--- config.mk ---
export PLATFORM = sky130hd
export DESIGN_NAME = gpio_port_b
export DESIGN_NICKNAME = d
export VERILOG_FILES = /design/src/design/gpio_port_b_pkg.sv /design/src/design/gpio_port_b.sv
export VERILOG_INCLUDE_DIRS = /design/src /design/src/design
export SDC_FILE = /design/constraint.sdc
export NUM_CORES = 1
export LEC_CHECK = 0
export BUFFER_PORTS_ARGS = -buffer_cell sky130_fd_sc_hd__buf_2
export CORE_UTILIZATION = 47
export CTS_CLUSTER_DIAMETER = 60
export DETAILED_ROUTE_END_ITERATION = 16
export GPL_TIMING_DRIVEN = 0
export PLACE_DENSITY = 0.76
export SLEW_MARGIN = 10
export SYNTH_ARGS = -nofsm -noshare
export SYNTH_HDL_FRONTEND = slang
export SYNTH_SLANG_ARGS = --single-unit
--- constraint.sdc ---
create_clock -name clk_sys -period 1.5 [get_ports clk_sys]
set_input_delay 0.075 -clock clk_sys [delete_from_list [all_inputs] [get_ports clk_sys]]
set_output_delay 0.075 -clock clk_sys [all_outputs]
set_load 0.02 [all_outputs]
--- src/design/gpio_port_b_map.svh ---
// Register map, field positions and reset values of the port B block.
`ifndef GPIO_PORT_B_MAP_SVH
`define GPIO_PORT_B_MAP_SVH
`define PB_W 8
`define PB_NIB 4
`define PB_WB_AW 8
`define PB_WB_DW 32
`define PB_OFF_PORT 8'h00
`define PB_OFF_LATCH 8'h04
`define PB_OFF_DIR 8'h08
`define PB_OFF_CTRL1 8'h0C
`define PB_OFF_CTRL2 8'h10
`define PB_OFF_CTRL3 8'h14
`define PB_OFF_CFG 8'h18
`define PB_RST_DIR 8'hFF
`define PB_RST_CTRL1 8'h00
`define PB_RST_CTRL2 8'hFF
`define PB_RST_CTRL3 8'hC0
`define PB_RST_ZERO8 8'h00
`define PB_RST_CFG 4'h0
`define PB_CFG_W 4
`define PB_BIT_FLAG 0
`define PB_BIT_CHG_EN 3
`define PB_BIT_EXT_IRQ_IN_0_EN 4
`define PB_BIT_PULLUP_N 7
`define PB_BIT_EXT_IRQ_IN_1_EN 3
`define PB_BIT_EXT_IRQ_IN_2_EN 4
`define PB_BIT_EXT_IRQ_IN_3_EN 5
`define PB_CFG_ROUTE 0
`define PB_CFG_LVP 1
`define PB_CFG_EXTMODE 2
`define PB_CFG_SERPROG 3
`define PB_PIN_CCP 3
`define PB_PIN_PGM 5
`define PB_PIN_PGC 6
`define PB_PIN_PGD 7
`endif

--- src/design/gpio_port_b_pkg.sv ---
// Types shared by the port B block.
`include "gpio_port_b_map.svh"
package gpio_port_b_pkg;
	typedef struct packed {
		logic [`PB_W-1:0] sync1;
		logic [`PB_W-1:0] sync2;
		logic [`PB_NIB-1:0] refVal;
		logic [`PB_W-1:0] dir;
		logic [`PB_W-1:0] latch;
		logic [`PB_W-1:0] ctrl1;
		logic [`PB_W-1:0] ctrl2;
		logic [`PB_W-1:0] ctrl3;
		logic [`PB_CFG_W-1:0] cfg;
		logic ack;
		logic [`PB_WB_DW-1:0] rdData;
		logic [`PB_W-1:0] pinOut;
		logic [`PB_W-1:0] pinOe;
		logic [`PB_W-1:0] pullupEn;
		logic [`PB_W-1:0] schmittSel;
		logic [`PB_NIB-1:0] extIrqLevel;
		logic captureIn;
		logic progEnable;
		logic progClock;
		logic progData;
		logic wakeReq;
	} state_t;
endpackage : gpio_port_b_pkg

--- src/design/gpio_port_b.sv ---
// Eight-bit port B with pull-ups, change detection and a Wishbone register slave.
`timescale 1ns/10ps
`include "gpio_port_b_map.svh"
// How it works
// - Eight pins, each with direction bit, output latch bit and readable level.
// - Direction bit one releases the pin driver; pin is an input.
// - Direction bit zero drives the pin from its output latch bit.
// - Output latch has its own address and reads back latched values.
// - Clearing bit 7 of second control register enables pull-ups on pins set as inputs.
// - A pin set as output never has its pull-up on.
// - Reset sets second control register to all ones, pull-ups off.
// - Every reset sets all direction bits, all pins inputs.
// - Change detection covers upper four pins, skipping those set as outputs.
// - Each watched upper pin compares against value captured at last port access.
// - Four mismatches ORed set change flag at bit 0 of main control.
// - An enabled pending change flag raises the wake request.
// - Port accesses refresh the reference, except register-to-register moves.
// - A lasting mismatch keeps setting the flag despite software clears.
// - Route bit moves capture/compare 2 onto pin 3 in external modes.
// - Low-voltage programming makes pin 5 the programming enable, pull-up off.
// - Pins 0-3 select Schmitt buffering as interrupt or capture inputs.
// - Serial programming uses Schmitt buffers on pins 5-7, clock and data.
// - Port reads return pin levels; port writes update the output latch.
module gpio_port_b #(
	parameter int PINS = `PB_W
) (
	// Clock and reset.
	input wire logic clk_sys,
	input wire logic sys_rst,
	// Wishbone slave.
	input wire logic wb_cyc_i,
	input wire logic wb_stb_i,
	input wire logic wb_we_i,
	input wire logic [`PB_WB_AW-1:0] wb_adr_i,
	input wire logic [3:0] wb_sel_i,
	input wire logic [`PB_WB_DW-1:0] wb_dat_i,
	input wire logic wb_tga_i,
	output logic [`PB_WB_DW-1:0] wb_dat_o,
	output logic wb_ack_o,
	// Board pins.
	input wire logic [PINS-1:0] pinIn,
	output logic [PINS-1:0] pinOut,
	output logic [PINS-1:0] pinOe,
	output logic [PINS-1:0] pullupEn,
	output logic [PINS-1:0] schmittSel,
	// Peripheral hooks.
	input wire logic ccp2Out,
	output logic ccp2CaptureIn,
	output logic [`PB_NIB-1:0] extIrqLevel,
	output logic progEnable,
	output logic progClock,
	output logic progData,
	output logic wakeReq
);
	// ==========================================================
	// State
	gpio_port_b_pkg::state_t st;
	gpio_port_b_pkg::state_t next_st;
	logic take;
	logic wrFire;
	logic [`PB_NIB-1:0] watched;
	logic [`PB_NIB-1:0] mismatchVec;
	logic changeSeen;
	logic routeActive;
	logic low_voltage_prog_cfg;

	function automatic logic hit(input logic [`PB_WB_AW-1:0] a, input logic [`PB_WB_AW-1:0] off);
		hit = (a == off);
	endfunction : hit

	assign take = wb_cyc_i && wb_stb_i && !st.ack;
	assign wrFire = wb_cyc_i && wb_stb_i && wb_we_i && st.ack && wb_sel_i[0];
	assign low_voltage_prog_cfg = st.cfg[`PB_CFG_LVP];
	assign routeActive = st.cfg[`PB_CFG_ROUTE] && st.cfg[`PB_CFG_EXTMODE];
	assign watched = st.dir[PINS-1:`PB_NIB]
		& ~({3'h0, low_voltage_prog_cfg} << (`PB_PIN_PGM - `PB_NIB));
	assign mismatchVec = (st.sync2[PINS-1:`PB_NIB] ^ st.refVal) & watched;
	assign changeSeen = |mismatchVec;

	// ==========================================================
	// Next state
	always_comb
	begin
		next_st = st;
		next_st.sync1 = pinIn;
		next_st.sync2 = st.sync1;
		next_st.ack = take;
		if (take)
		begin
			next_st.rdData = '0;
			if (hit(wb_adr_i, `PB_OFF_PORT))
			begin
				next_st.rdData[`PB_W-1:0] = st.sync2 & ~({7'h00, low_voltage_prog_cfg} << `PB_PIN_PGM);
			end
			else if (hit(wb_adr_i, `PB_OFF_LATCH))
			begin
				next_st.rdData[`PB_W-1:0] = st.latch;
			end
			else if (hit(wb_adr_i, `PB_OFF_DIR))
			begin
				next_st.rdData[`PB_W-1:0] = st.dir;
			end
			else if (hit(wb_adr_i, `PB_OFF_CTRL1))
			begin
				next_st.rdData[`PB_W-1:0] = st.ctrl1;
			end
			else if (hit(wb_adr_i, `PB_OFF_CTRL2))
			begin
				next_st.rdData[`PB_W-1:0] = st.ctrl2;
			end
			else if (hit(wb_adr_i, `PB_OFF_CTRL3))
			begin
				next_st.rdData[`PB_W-1:0] = st.ctrl3;
			end
			else if (hit(wb_adr_i, `PB_OFF_CFG))
			begin
				next_st.rdData[`PB_CFG_W-1:0] = st.cfg;
			end
			if (hit(wb_adr_i, `PB_OFF_PORT) && !wb_tga_i)
			begin
				next_st.refVal = st.sync2[PINS-1:`PB_NIB];
			end
		end
		if (wrFire)
		begin
			if (hit(wb_adr_i, `PB_OFF_PORT) || hit(wb_adr_i, `PB_OFF_LATCH))
			begin
				next_st.latch = wb_dat_i[`PB_W-1:0];
			end
			else if (hit(wb_adr_i, `PB_OFF_DIR))
			begin
				next_st.dir = wb_dat_i[`PB_W-1:0];
			end
			else if (hit(wb_adr_i, `PB_OFF_CTRL1))
			begin
				next_st.ctrl1 = wb_dat_i[`PB_W-1:0];
			end
			else if (hit(wb_adr_i, `PB_OFF_CTRL2))
			begin
				next_st.ctrl2 = wb_dat_i[`PB_W-1:0];
			end
			else if (hit(wb_adr_i, `PB_OFF_CTRL3))
			begin
				next_st.ctrl3 = wb_dat_i[`PB_W-1:0];
			end
			else if (hit(wb_adr_i, `PB_OFF_CFG))
			begin
				next_st.cfg = wb_dat_i[`PB_CFG_W-1:0];
			end
		end
		if (changeSeen)
		begin
			next_st.ctrl1[`PB_BIT_FLAG] = 1'b1;
		end
		next_st.pinOe = ~st.dir;
		next_st.pinOut = st.latch;
		if (routeActive)
		begin
			next_st.pinOut[`PB_PIN_CCP] = ccp2Out;
		end
		next_st.pullupEn = st.ctrl2[`PB_BIT_PULLUP_N] ? '0 : st.dir;
		if (low_voltage_prog_cfg)
		begin
			next_st.pinOe[`PB_PIN_PGM] = 1'b0;
			next_st.pullupEn[`PB_PIN_PGM] = 1'b0;
		end
		next_st.progEnable = low_voltage_prog_cfg && st.sync2[`PB_PIN_PGM];
		// Schmitt for interrupt or capture use
		next_st.schmittSel = '0;
		next_st.schmittSel[0] = st.ctrl1[`PB_BIT_EXT_IRQ_IN_0_EN];
		next_st.schmittSel[1] = st.ctrl3[`PB_BIT_EXT_IRQ_IN_1_EN];
		next_st.schmittSel[2] = st.ctrl3[`PB_BIT_EXT_IRQ_IN_2_EN];
		next_st.schmittSel[3] = st.ctrl3[`PB_BIT_EXT_IRQ_IN_3_EN] || routeActive;
		if (st.cfg[`PB_CFG_SERPROG])
		begin
			next_st.schmittSel[`PB_PIN_PGM] = 1'b1;
			next_st.schmittSel[`PB_PIN_PGC] = 1'b1;
			next_st.schmittSel[`PB_PIN_PGD] = 1'b1;
		end
		next_st.progClock = st.cfg[`PB_CFG_SERPROG] && st.sync2[`PB_PIN_PGC];
		next_st.progData = st.cfg[`PB_CFG_SERPROG] && st.sync2[`PB_PIN_PGD];
		next_st.captureIn = routeActive && st.sync2[`PB_PIN_CCP];
		next_st.extIrqLevel = st.sync2[`PB_NIB-1:0];
		next_st.wakeReq = st.ctrl1[`PB_BIT_FLAG] && st.ctrl1[`PB_BIT_CHG_EN];
	end

	// ==========================================================
	// Registers
	always_ff @(posedge clk_sys)
	begin
		if (sys_rst)
		begin
			st <= '0;
			st.dir <= `PB_RST_DIR;
			st.ctrl1 <= `PB_RST_CTRL1;
			st.ctrl2 <= `PB_RST_CTRL2;
			st.ctrl3 <= `PB_RST_CTRL3;
			st.latch <= `PB_RST_ZERO8;
			st.cfg <= `PB_RST_CFG;
		end
		else
		begin
			st <= next_st;
		end
	end

	// ==========================================================
	// Outputs
	assign wb_dat_o = st.rdData;
	assign wb_ack_o = st.ack;
	assign pinOut = st.pinOut;
	assign pinOe = st.pinOe;
	assign pullupEn = st.pullupEn;
	assign schmittSel = st.schmittSel;
	assign ccp2CaptureIn = st.captureIn;
	assign extIrqLevel = st.extIrqLevel;
	assign progEnable = st.progEnable;
	assign progClock = st.progClock;
	assign progData = st.progData;
	assign wakeReq = st.wakeReq;

	// ==========================================================
	// Checks
	property p_dirReset;
		@(posedge clk_sys) disable iff (sys_rst)
		$past(sys_rst) |-> (st.dir == `PB_RST_DIR) && (pinOe == '0);
	endproperty
	a_dirReset: assert property (p_dirReset) else $error("direction not all inputs after reset");

	property p_ctrl2Reset;
		@(posedge clk_sys) disable iff (sys_rst)
		$past(sys_rst) |-> (st.ctrl2 == `PB_RST_CTRL2) ##1 (pullupEn == '0);
	endproperty
	a_ctrl2Reset: assert property (p_ctrl2Reset) else $error("pull-ups not off after reset");

	property p_inputReleased;
		@(posedge clk_sys) disable iff (sys_rst)
		(st.pinOe & $past(st.dir)) == '0;
	endproperty
	a_inputReleased: assert property (p_inputReleased) else $error("input pin driven");

	property p_outputDriven;
		@(posedge clk_sys) disable iff (sys_rst)
		!$past(low_voltage_prog_cfg) |-> ((~st.pinOe ^ $past(st.dir)) == '0)
			&& (((st.pinOut ^ $past(st.latch)) & 8'hF7) == '0);
	endproperty
	a_outputDriven: assert property (p_outputDriven) else $error("output not from latch");

	property p_pullupOff;
		@(posedge clk_sys) disable iff (sys_rst)
		((st.pullupEn & ~$past(st.dir)) == '0)
			&& (!$past(st.ctrl2[`PB_BIT_PULLUP_N]) || (st.pullupEn == '0));
	endproperty
	a_pullupOff: assert property (p_pullupOff) else $error("pull-up on illegally");

	property p_latchRead;
		@(posedge clk_sys) disable iff (sys_rst)
		take && !wb_we_i && (wb_adr_i == `PB_OFF_LATCH)
			|=> st.ack && (st.rdData[`PB_W-1:0] == $past(st.latch));
	endproperty
	a_latchRead: assert property (p_latchRead) else $error("latch readback wrong");

	property p_flagSet;
		@(posedge clk_sys) disable iff (sys_rst)
		changeSeen |=> st.ctrl1[`PB_BIT_FLAG] ##1 wakeReq == $past(st.ctrl1[`PB_BIT_CHG_EN]);
	endproperty
	a_flagSet: assert property (p_flagSet) else $error("change flag or wake missing");

	property p_refRefresh;
		@(posedge clk_sys) disable iff (sys_rst)
		take && (wb_adr_i == `PB_OFF_PORT)
			|=> $past(wb_tga_i) ? $stable(st.refVal)
				: (st.refVal == $past(st.sync2[PINS-1:`PB_NIB]));
	endproperty
	a_refRefresh: assert property (p_refRefresh) else $error("reference not refreshed");

	property p_lvpPin;
		@(posedge clk_sys) disable iff (sys_rst)
		$past(low_voltage_prog_cfg) |-> !st.pinOe[`PB_PIN_PGM] && !st.pullupEn[`PB_PIN_PGM]
			&& (progEnable == $past(st.sync2[`PB_PIN_PGM]));
	endproperty
	a_lvpPin: assert property (p_lvpPin) else $error("pin 5 not in programming use");

	property p_ackPulse;
		@(posedge clk_sys) disable iff (sys_rst)
		st.ack |=> !st.ack;
	endproperty
	a_ackPulse: assert property (p_ackPulse) else $error("ack held two cycles");

	property p_wakeFollows;
		@(posedge clk_sys) disable iff (sys_rst)
		!$past(sys_rst) |-> wakeReq == ($past(st.ctrl1[`PB_BIT_FLAG])
			&& $past(st.ctrl1[`PB_BIT_CHG_EN]));
	endproperty
	a_wakeFollows: assert property (p_wakeFollows) else $error("wake request wrong");

	property p_flagSticky;
		@(posedge clk_sys) disable iff (sys_rst)
		st.ctrl1[`PB_BIT_FLAG] && !(wrFire && (wb_adr_i == `PB_OFF_CTRL1))
			|=> st.ctrl1[`PB_BIT_FLAG];
	endproperty
	a_flagSticky: assert property (p_flagSticky) else $error("change flag lost");

	property p_refHold;
		@(posedge clk_sys) disable iff (sys_rst)
		!(take && (wb_adr_i == `PB_OFF_PORT)) |=> $stable(st.refVal);
	endproperty
	a_refHold: assert property (p_refHold) else $error("reference moved");

	property p_portWrite;
		@(posedge clk_sys) disable iff (sys_rst)
		wrFire && (wb_adr_i == `PB_OFF_PORT) |=> st.latch == $past(wb_dat_i[`PB_W-1:0]);
	endproperty
	a_portWrite: assert property (p_portWrite) else $error("port write missed latch");

	property p_routeOut;
		@(posedge clk_sys) disable iff (sys_rst)
		!$past(sys_rst) && $past(routeActive) |-> pinOut[`PB_PIN_CCP] == $past(ccp2Out);
	endproperty
	a_routeOut: assert property (p_routeOut) else $error("pin 3 not from capture");

	property p_serialProg;
		@(posedge clk_sys) disable iff (sys_rst)
		!$past(sys_rst) && $past(st.cfg[`PB_CFG_SERPROG]) |-> (schmittSel[7:5] == 3'h7)
			&& (progClock == $past(st.sync2[`PB_PIN_PGC]));
	endproperty
	a_serialProg: assert property (p_serialProg) else $error("serial pins wrong");
endmodule : gpio_port_b

* Word level (Yosys, flattened, before mapping)
Cells that the tools add are included.
W data, S select, Z words.
** Cells by class
- Equal/unequal tests :: 8
- Muxes and demuxes :: 21
- Bitwise operators :: 12
- Reductions and logical operators :: 31
** Operators with widths (number)
- $mux W21 :: 3
- $mux W8 :: 7
- $eq A8 B5 Y1 const B :: 3
- $mux W20 :: 1
- $mux W4 :: 5
- $eq A8 B4 Y1 const B :: 2
- $logic_and A1 B1 Y1 :: 12
- $mux W12 :: 1
- $and A4 B4 Y4 :: 2
- $and A8 B8 Y8 :: 1
- $eq A8 B3 Y1 const B :: 1
- $logic_not A8 Y1 :: 1
- $not A6 Y8 :: 1
- $not A8 Y8 :: 1
- $reduce_and A4 Y1 :: 2
- $reduce_and A7 Y1 :: 1
- $reduce_and A6 Y1 :: 1
- $not A1 Y1 :: 5
- $reduce_and A5 Y1 :: 1
- $ne A2 B2 Y1 const B :: 2
- $not A2 Y4 :: 1
- $reduce_and A2 Y1 :: 2
- $reduce_bool A2 Y1 :: 2
- $reduce_or A2 Y1 :: 2
- other kinds (8) :: 12
** Storage, ports and cells
- Bits in registers :: 114
- Input port bits :: 59
- Output and inout port bits :: 74
- Word-level logic and storage cells :: 97

* Logic depth before layout (Yosys ltp)
- Word-level depth :: 9
- Gate-level depth with buffers :: 7
- Gate-level depth less buffers :: 4

* Worst setup path after synthesis
No wires, ideal clock.
- Path type :: reg-to-reg
- Start point :: reg st, in the netlist wb_ack_o
- End point :: reg st[110] (netlist name)
- Setup time :: 0.120 ns
- Arrival :: 1.579 ns
- Data required time :: 1.380 ns
- Slack :: -0.198 ns
- Cell stages (with the launch flop) :: 7
- Path buffers :: 2
- Clock period less this slack :: 1.698 ns
- Cell sequence :: dfxtp_1 > and4_1 > clkbuf_1 > and3_1 > clkbuf_2 > nand2_2 > a211o_1
** Between the ends
- Cells in the longest elaborated chain, start to end :: 3
** Ends and longest elaborated chain
- start: declaration :: line gpio_port_b.sv:57 : gpio_port_b_pkg::state_t st;
- start signal: assignment :: line gpio_port_b.sv:203 : st <= next_st;
- $logic_and A1 B1 Y1 (2 in a row) :: line gpio_port_b.sv:72 : assign wrFire = wb_cyc_i && wb_stb_i && wb_we_i && st.ack && wb_sel_i[0];
- $reduce_and A3 Y1 (no line)
Every way passes these cells.
A chain may end at the register's enable or synchronous reset.

* Final worst setup path
- Start point :: reg st, in the netlist wb_ack_o
- End point :: reg st, in the netlist next_st[35]
** Between the ends
- Cells in the longest elaborated chain, start to end :: 3
** Ends and longest elaborated chain (line)
- $logic_and A1 B1 Y1 (2 in a row) :: gpio_port_b.sv:72
- $reduce_and A2 Y1 (no line)
Every way passes these cells.

==> flow_metrics.py <==
metrics = {
    "clock_network": {
        "clk_latency_ns": 0.38,
        "clock-root-buffer": "clkbuf_8",
        "clock-sinks": 111,
        "h-tree-depth": 3,
        "clk_path_buf_depth": 2,
        "clk_pin_slew_ns": 0.12,
        "cts_buffers": 9,
        "tritoncts": "yes",
    },
    "power_and_ir_drop": {
        "p_clk_share_pct": 33.9,
        "swShare_pct": 27.9,
        "power_per_cell_area_nw_per_um2": 893,
        "seq_power_share_pct": 55.7,
        "p_comb_share_pct": 10.4,
        "ir_worst_vdd_v": 0.000563,
        "power_leakage_nw": 2.90,
        "power.net_switching_w": 0.00151,
        "power.internal_w": 0.00390,
        "p_total_w": 0.00541,
    },
    "layout": {
        "fin_area_um2": 6050,
        "layout.cells.non_filler": 750,
        "utilization_pct": 61.4,
        "nets": 671,
        "diodes": 0,
        "area_growth_pct": 25.3,
        "n_fill_cell": 840,
        "layout-drive-gt1-share_pct": 37.6,
    },
    "routing": {
        "vias": 3831,
        "drc_errors": 0,
        "wl_per_cell_um": 16.6,
        "viasPerCell": 5.11,
        "drtPass1Iterations": 4,
        "drtIter0Drc": 137,
        "totalWireLength_um": 12500,
        "ant_nets": 0,
    },
    "die": {
        "initial_core_util_pct": 49.0,
        "die_height_um": 103,
        "row_count": 36,
        "pin_count": 133,
        "die_w_um": 103,
        "dieArea_um2": 10700,
        "core_area_um2": 9860,
    },
    "worst_setup_path": {
        "startpoint_type": "flip-flop",
        "path_class": "reg -> reg",
        "critPathArrivalTime_ns": 1.80,
        "required_ns": 1.75,
        "worst_setup_path_end_kind": "flip-flop",
        "critPathMaxFanout": 8,
    },
    "timing": {
        "setup_viol": 20,
        "tightest_slew_ns": 0.869,
        "max_freq_mhz": 647,
        "rsz0062_at_grt": "true",
        "report.final.hold_viol_count": 0,
        "fin_ws_ns": -0.0468,
        "fin_skew_ns": 0.0113,
        "period_share_pct": 103,
        "fin_crit_ns": 1.55,
        "max-slew-margin-rel_pct": 41.8,
        "report.final.slew_viol_count": 0,
    },
    "synth": {
        "ys.warnings.count": 0,
        "synth_area_um2": 4830,
        "synthCells": 480,
        "avgSynthCellArea_um2": 10.1,
        "ys_seq_area_share_pct": 46.0,
        "ys.flop_type": "dfxtp_1",
        "async_flop_share_pct": 0,
        "synth_edf_count": 0,
        "synth_cell_types": 47,
        "ys_ff_latch": 111,
    },
    "flow_run": {
        "drv_cap": 0,
    },
    "placed_design": {
        "hpwl_um": 8930,
        "io_buffers": 76,
        "gp_congestion": 0.931,
        "dpl_cell_area_um2": 5490,
        "dpl.cell_count": 713,
    },
    "status": {
        "status": "complete, but fails checks",
        "violations": "negative setup slack",
    },
    "grt": {
        "overflow": 0,
        "grt_usage_pct": 24.2,
        "grt_pass1_wl_um": 18800,
        "antenna_found_initial": 0,
        "grt_pass1_vias": 3576,
        "grt_max_degree": 23,
    },
    "hold_path": {
        "hold_class": "in -> reg",
    },
}
cells by family (layout without fill, tap and decap cells):
group           count (synthesis)  count (layout)  synth area share, %
compound gates                 60              60                 9.19
buf+inv                       100             213                 14.9
other cells                     1              25               0.0776
xor+xnor                        4               4                0.725
flops                         111             111                 46.0
simple gates                  162             162                 19.5
mux                            42              42                 9.58
per-stage QoR:
step	setup TNS (ns)	setup WS, ns	hold WS [ns]
after global routing	-2.17	-0.132	0.0158
final	-0.412	-0.0468	0.0227
after detailed placement	-9.43	-0.285	0.287
after global placement	-8.00	-0.263	0.283
after floorplan	0	0.00842	0.161
after CTS	-0.895	-0.0597	0.00794
registers in the layout, indices dropped and copies added (netlist names), 4 cells and up:
name and cells:
extIrqLevel 4, pinOut 8, pullupEn 8, st 41
schmittSel 5, wb_dat_o 8, pinOe 8, next_st 22
metal layers:
metal	vias to the layer above	part of all wire [%]	track usage [%]
li1	1838	-	-
met1	1811	42	30.8
met2	161	48	41.0
met3	21	6.9	3.09
met4	0	2.7	10.8
met5	-	0	0
path summary, 6_finish.rpt:
path / start / cells past startpoint / slack (ns) / end
worst max-delay path: wb_ack_o / 5 / -0.05 / next_st[35]
worst min-delay path: wb_dat_i[2] / 3 / 0.02 / st[76]
worst max register to register: wb_ack_o / 5 / -0.05 / next_st[35]
worst min register to register: next_st[126] / 1 / 0.45 / st[126]
placed cells by master, fill, tap and decap left out, drive strengths merged, types with 2 or more instances in the layout:
master,synthesis,layout
a211oi,6,6
a221oi,2,2
clkbuf,16,23
clkinv,0,3
nor4,2,2
nand2,8,8
mux4,3,3
o21ai,8,8
nor2b,35,35
nand3,4,4
nand2b,5,5
dlygate4sd3,0,10
and4,2,2
conb,1,25
nor3,10,10
buf,79,168
or4,3,3
xor2,3,3
nor4b,2,2
a21oi,12,12
o221ai,2,2
and2,10,10
nor2,49,49
a32oi,5,5
mux2,4,4
and3,17,17
nand4,12,12
a2bb2oi,3,3
inv,5,9
a211o,18,18
a311oi,2,2
mux2i,35,35
dfxtp,111,111
timing repair:
item                                    4_1_cts  5_1_grt
hold endpoints to repair                     10        0
resized for setup                            25       12
endpoints found under the setup margin       46       46
pin swaps                                    24       17
buffers inserted                              5        4
cloned                                        2        0
hold buffers                                 10        0
critical path, stage by stage (launching register included):
cell	delay, ns
dfxtp_4	0.38
and4_4	0.20
buf_8	0.12
nand4_2	0.36
mux2i_1	0.30
nor2_1	0.06
cells in the mapped netlist, types with 2 or more instances:
master / count / share of area (%)
nor4_4: 2 / 0.88
xor2_1: 3 / 0.54
mux2_2: 4 / 0.93
nor3_1: 9 / 0.93
nand4_2: 3 / 0.78
a221oi_1: 2 / 0.36
mux4_2: 3 / 1.4
and4_1: 2 / 0.36
dfxtp_1: 111 / 46
nor2_1: 49 / 3.8
or4_1: 3 / 0.47
nor2b_1: 35 / 4.5
buf_6: 3 / 0.70
clkbuf_1: 10 / 0.78
inv_1: 5 / 0.39
o221ai_1: 2 / 0.36
mux2i_1: 35 / 7.3
nand2b_1: 5 / 0.65
buf_4: 71 / 11
a32oi_1: 5 / 0.91
nand4_1: 9 / 1.2
a2bb2oi_1: 3 / 0.54
and2_1: 9 / 1.2
buf_2: 4 / 0.41
a21oi_1: 12 / 1.2
a311oi_1: 2 / 0.36
nand2_1: 7 / 0.54
clkbuf_8: 5 / 1.4
nand3_1: 4 / 0.41
and3_1: 17 / 2.2
a211oi_1: 6 / 0.93
o21ai_0: 8 / 0.83
a211o_1: 18 / 3.3
final cells by class:
type | instances | area (um^2) | area share [%]
Tap cell | 133 | 166 | 2.75
Sequential cell | 111 | 2230 | 36.8
Clock buffer | 9 | 124 | 2.05
Timing Repair Buffer | 97 | 578 | 9.55
Inverter | 5 | 18.8 | 0.310
Clock inverter | 7 | 86.3 | 1.43
Buffer | 95 | 729 | 12.0
Multi-Input combinational cell | 293 | 2120 | 35.0
power groups by stage:
stage | clock (W) | combinational, W | sequential (W)
finish | 0.00183 | 0.000561 | 0.00301
global route | 0.00199 | 0.000602 | 0.00301
CTS | 0.00186 | 0.000549 | 0.00301
detailed placement | 0 | 0.000518 | 0.00308
global placement | 0 | 0.000512 | 0.00307
floorplan | 0 | 0.000362 | 0.00307
(Power assumes the default switching activity.)
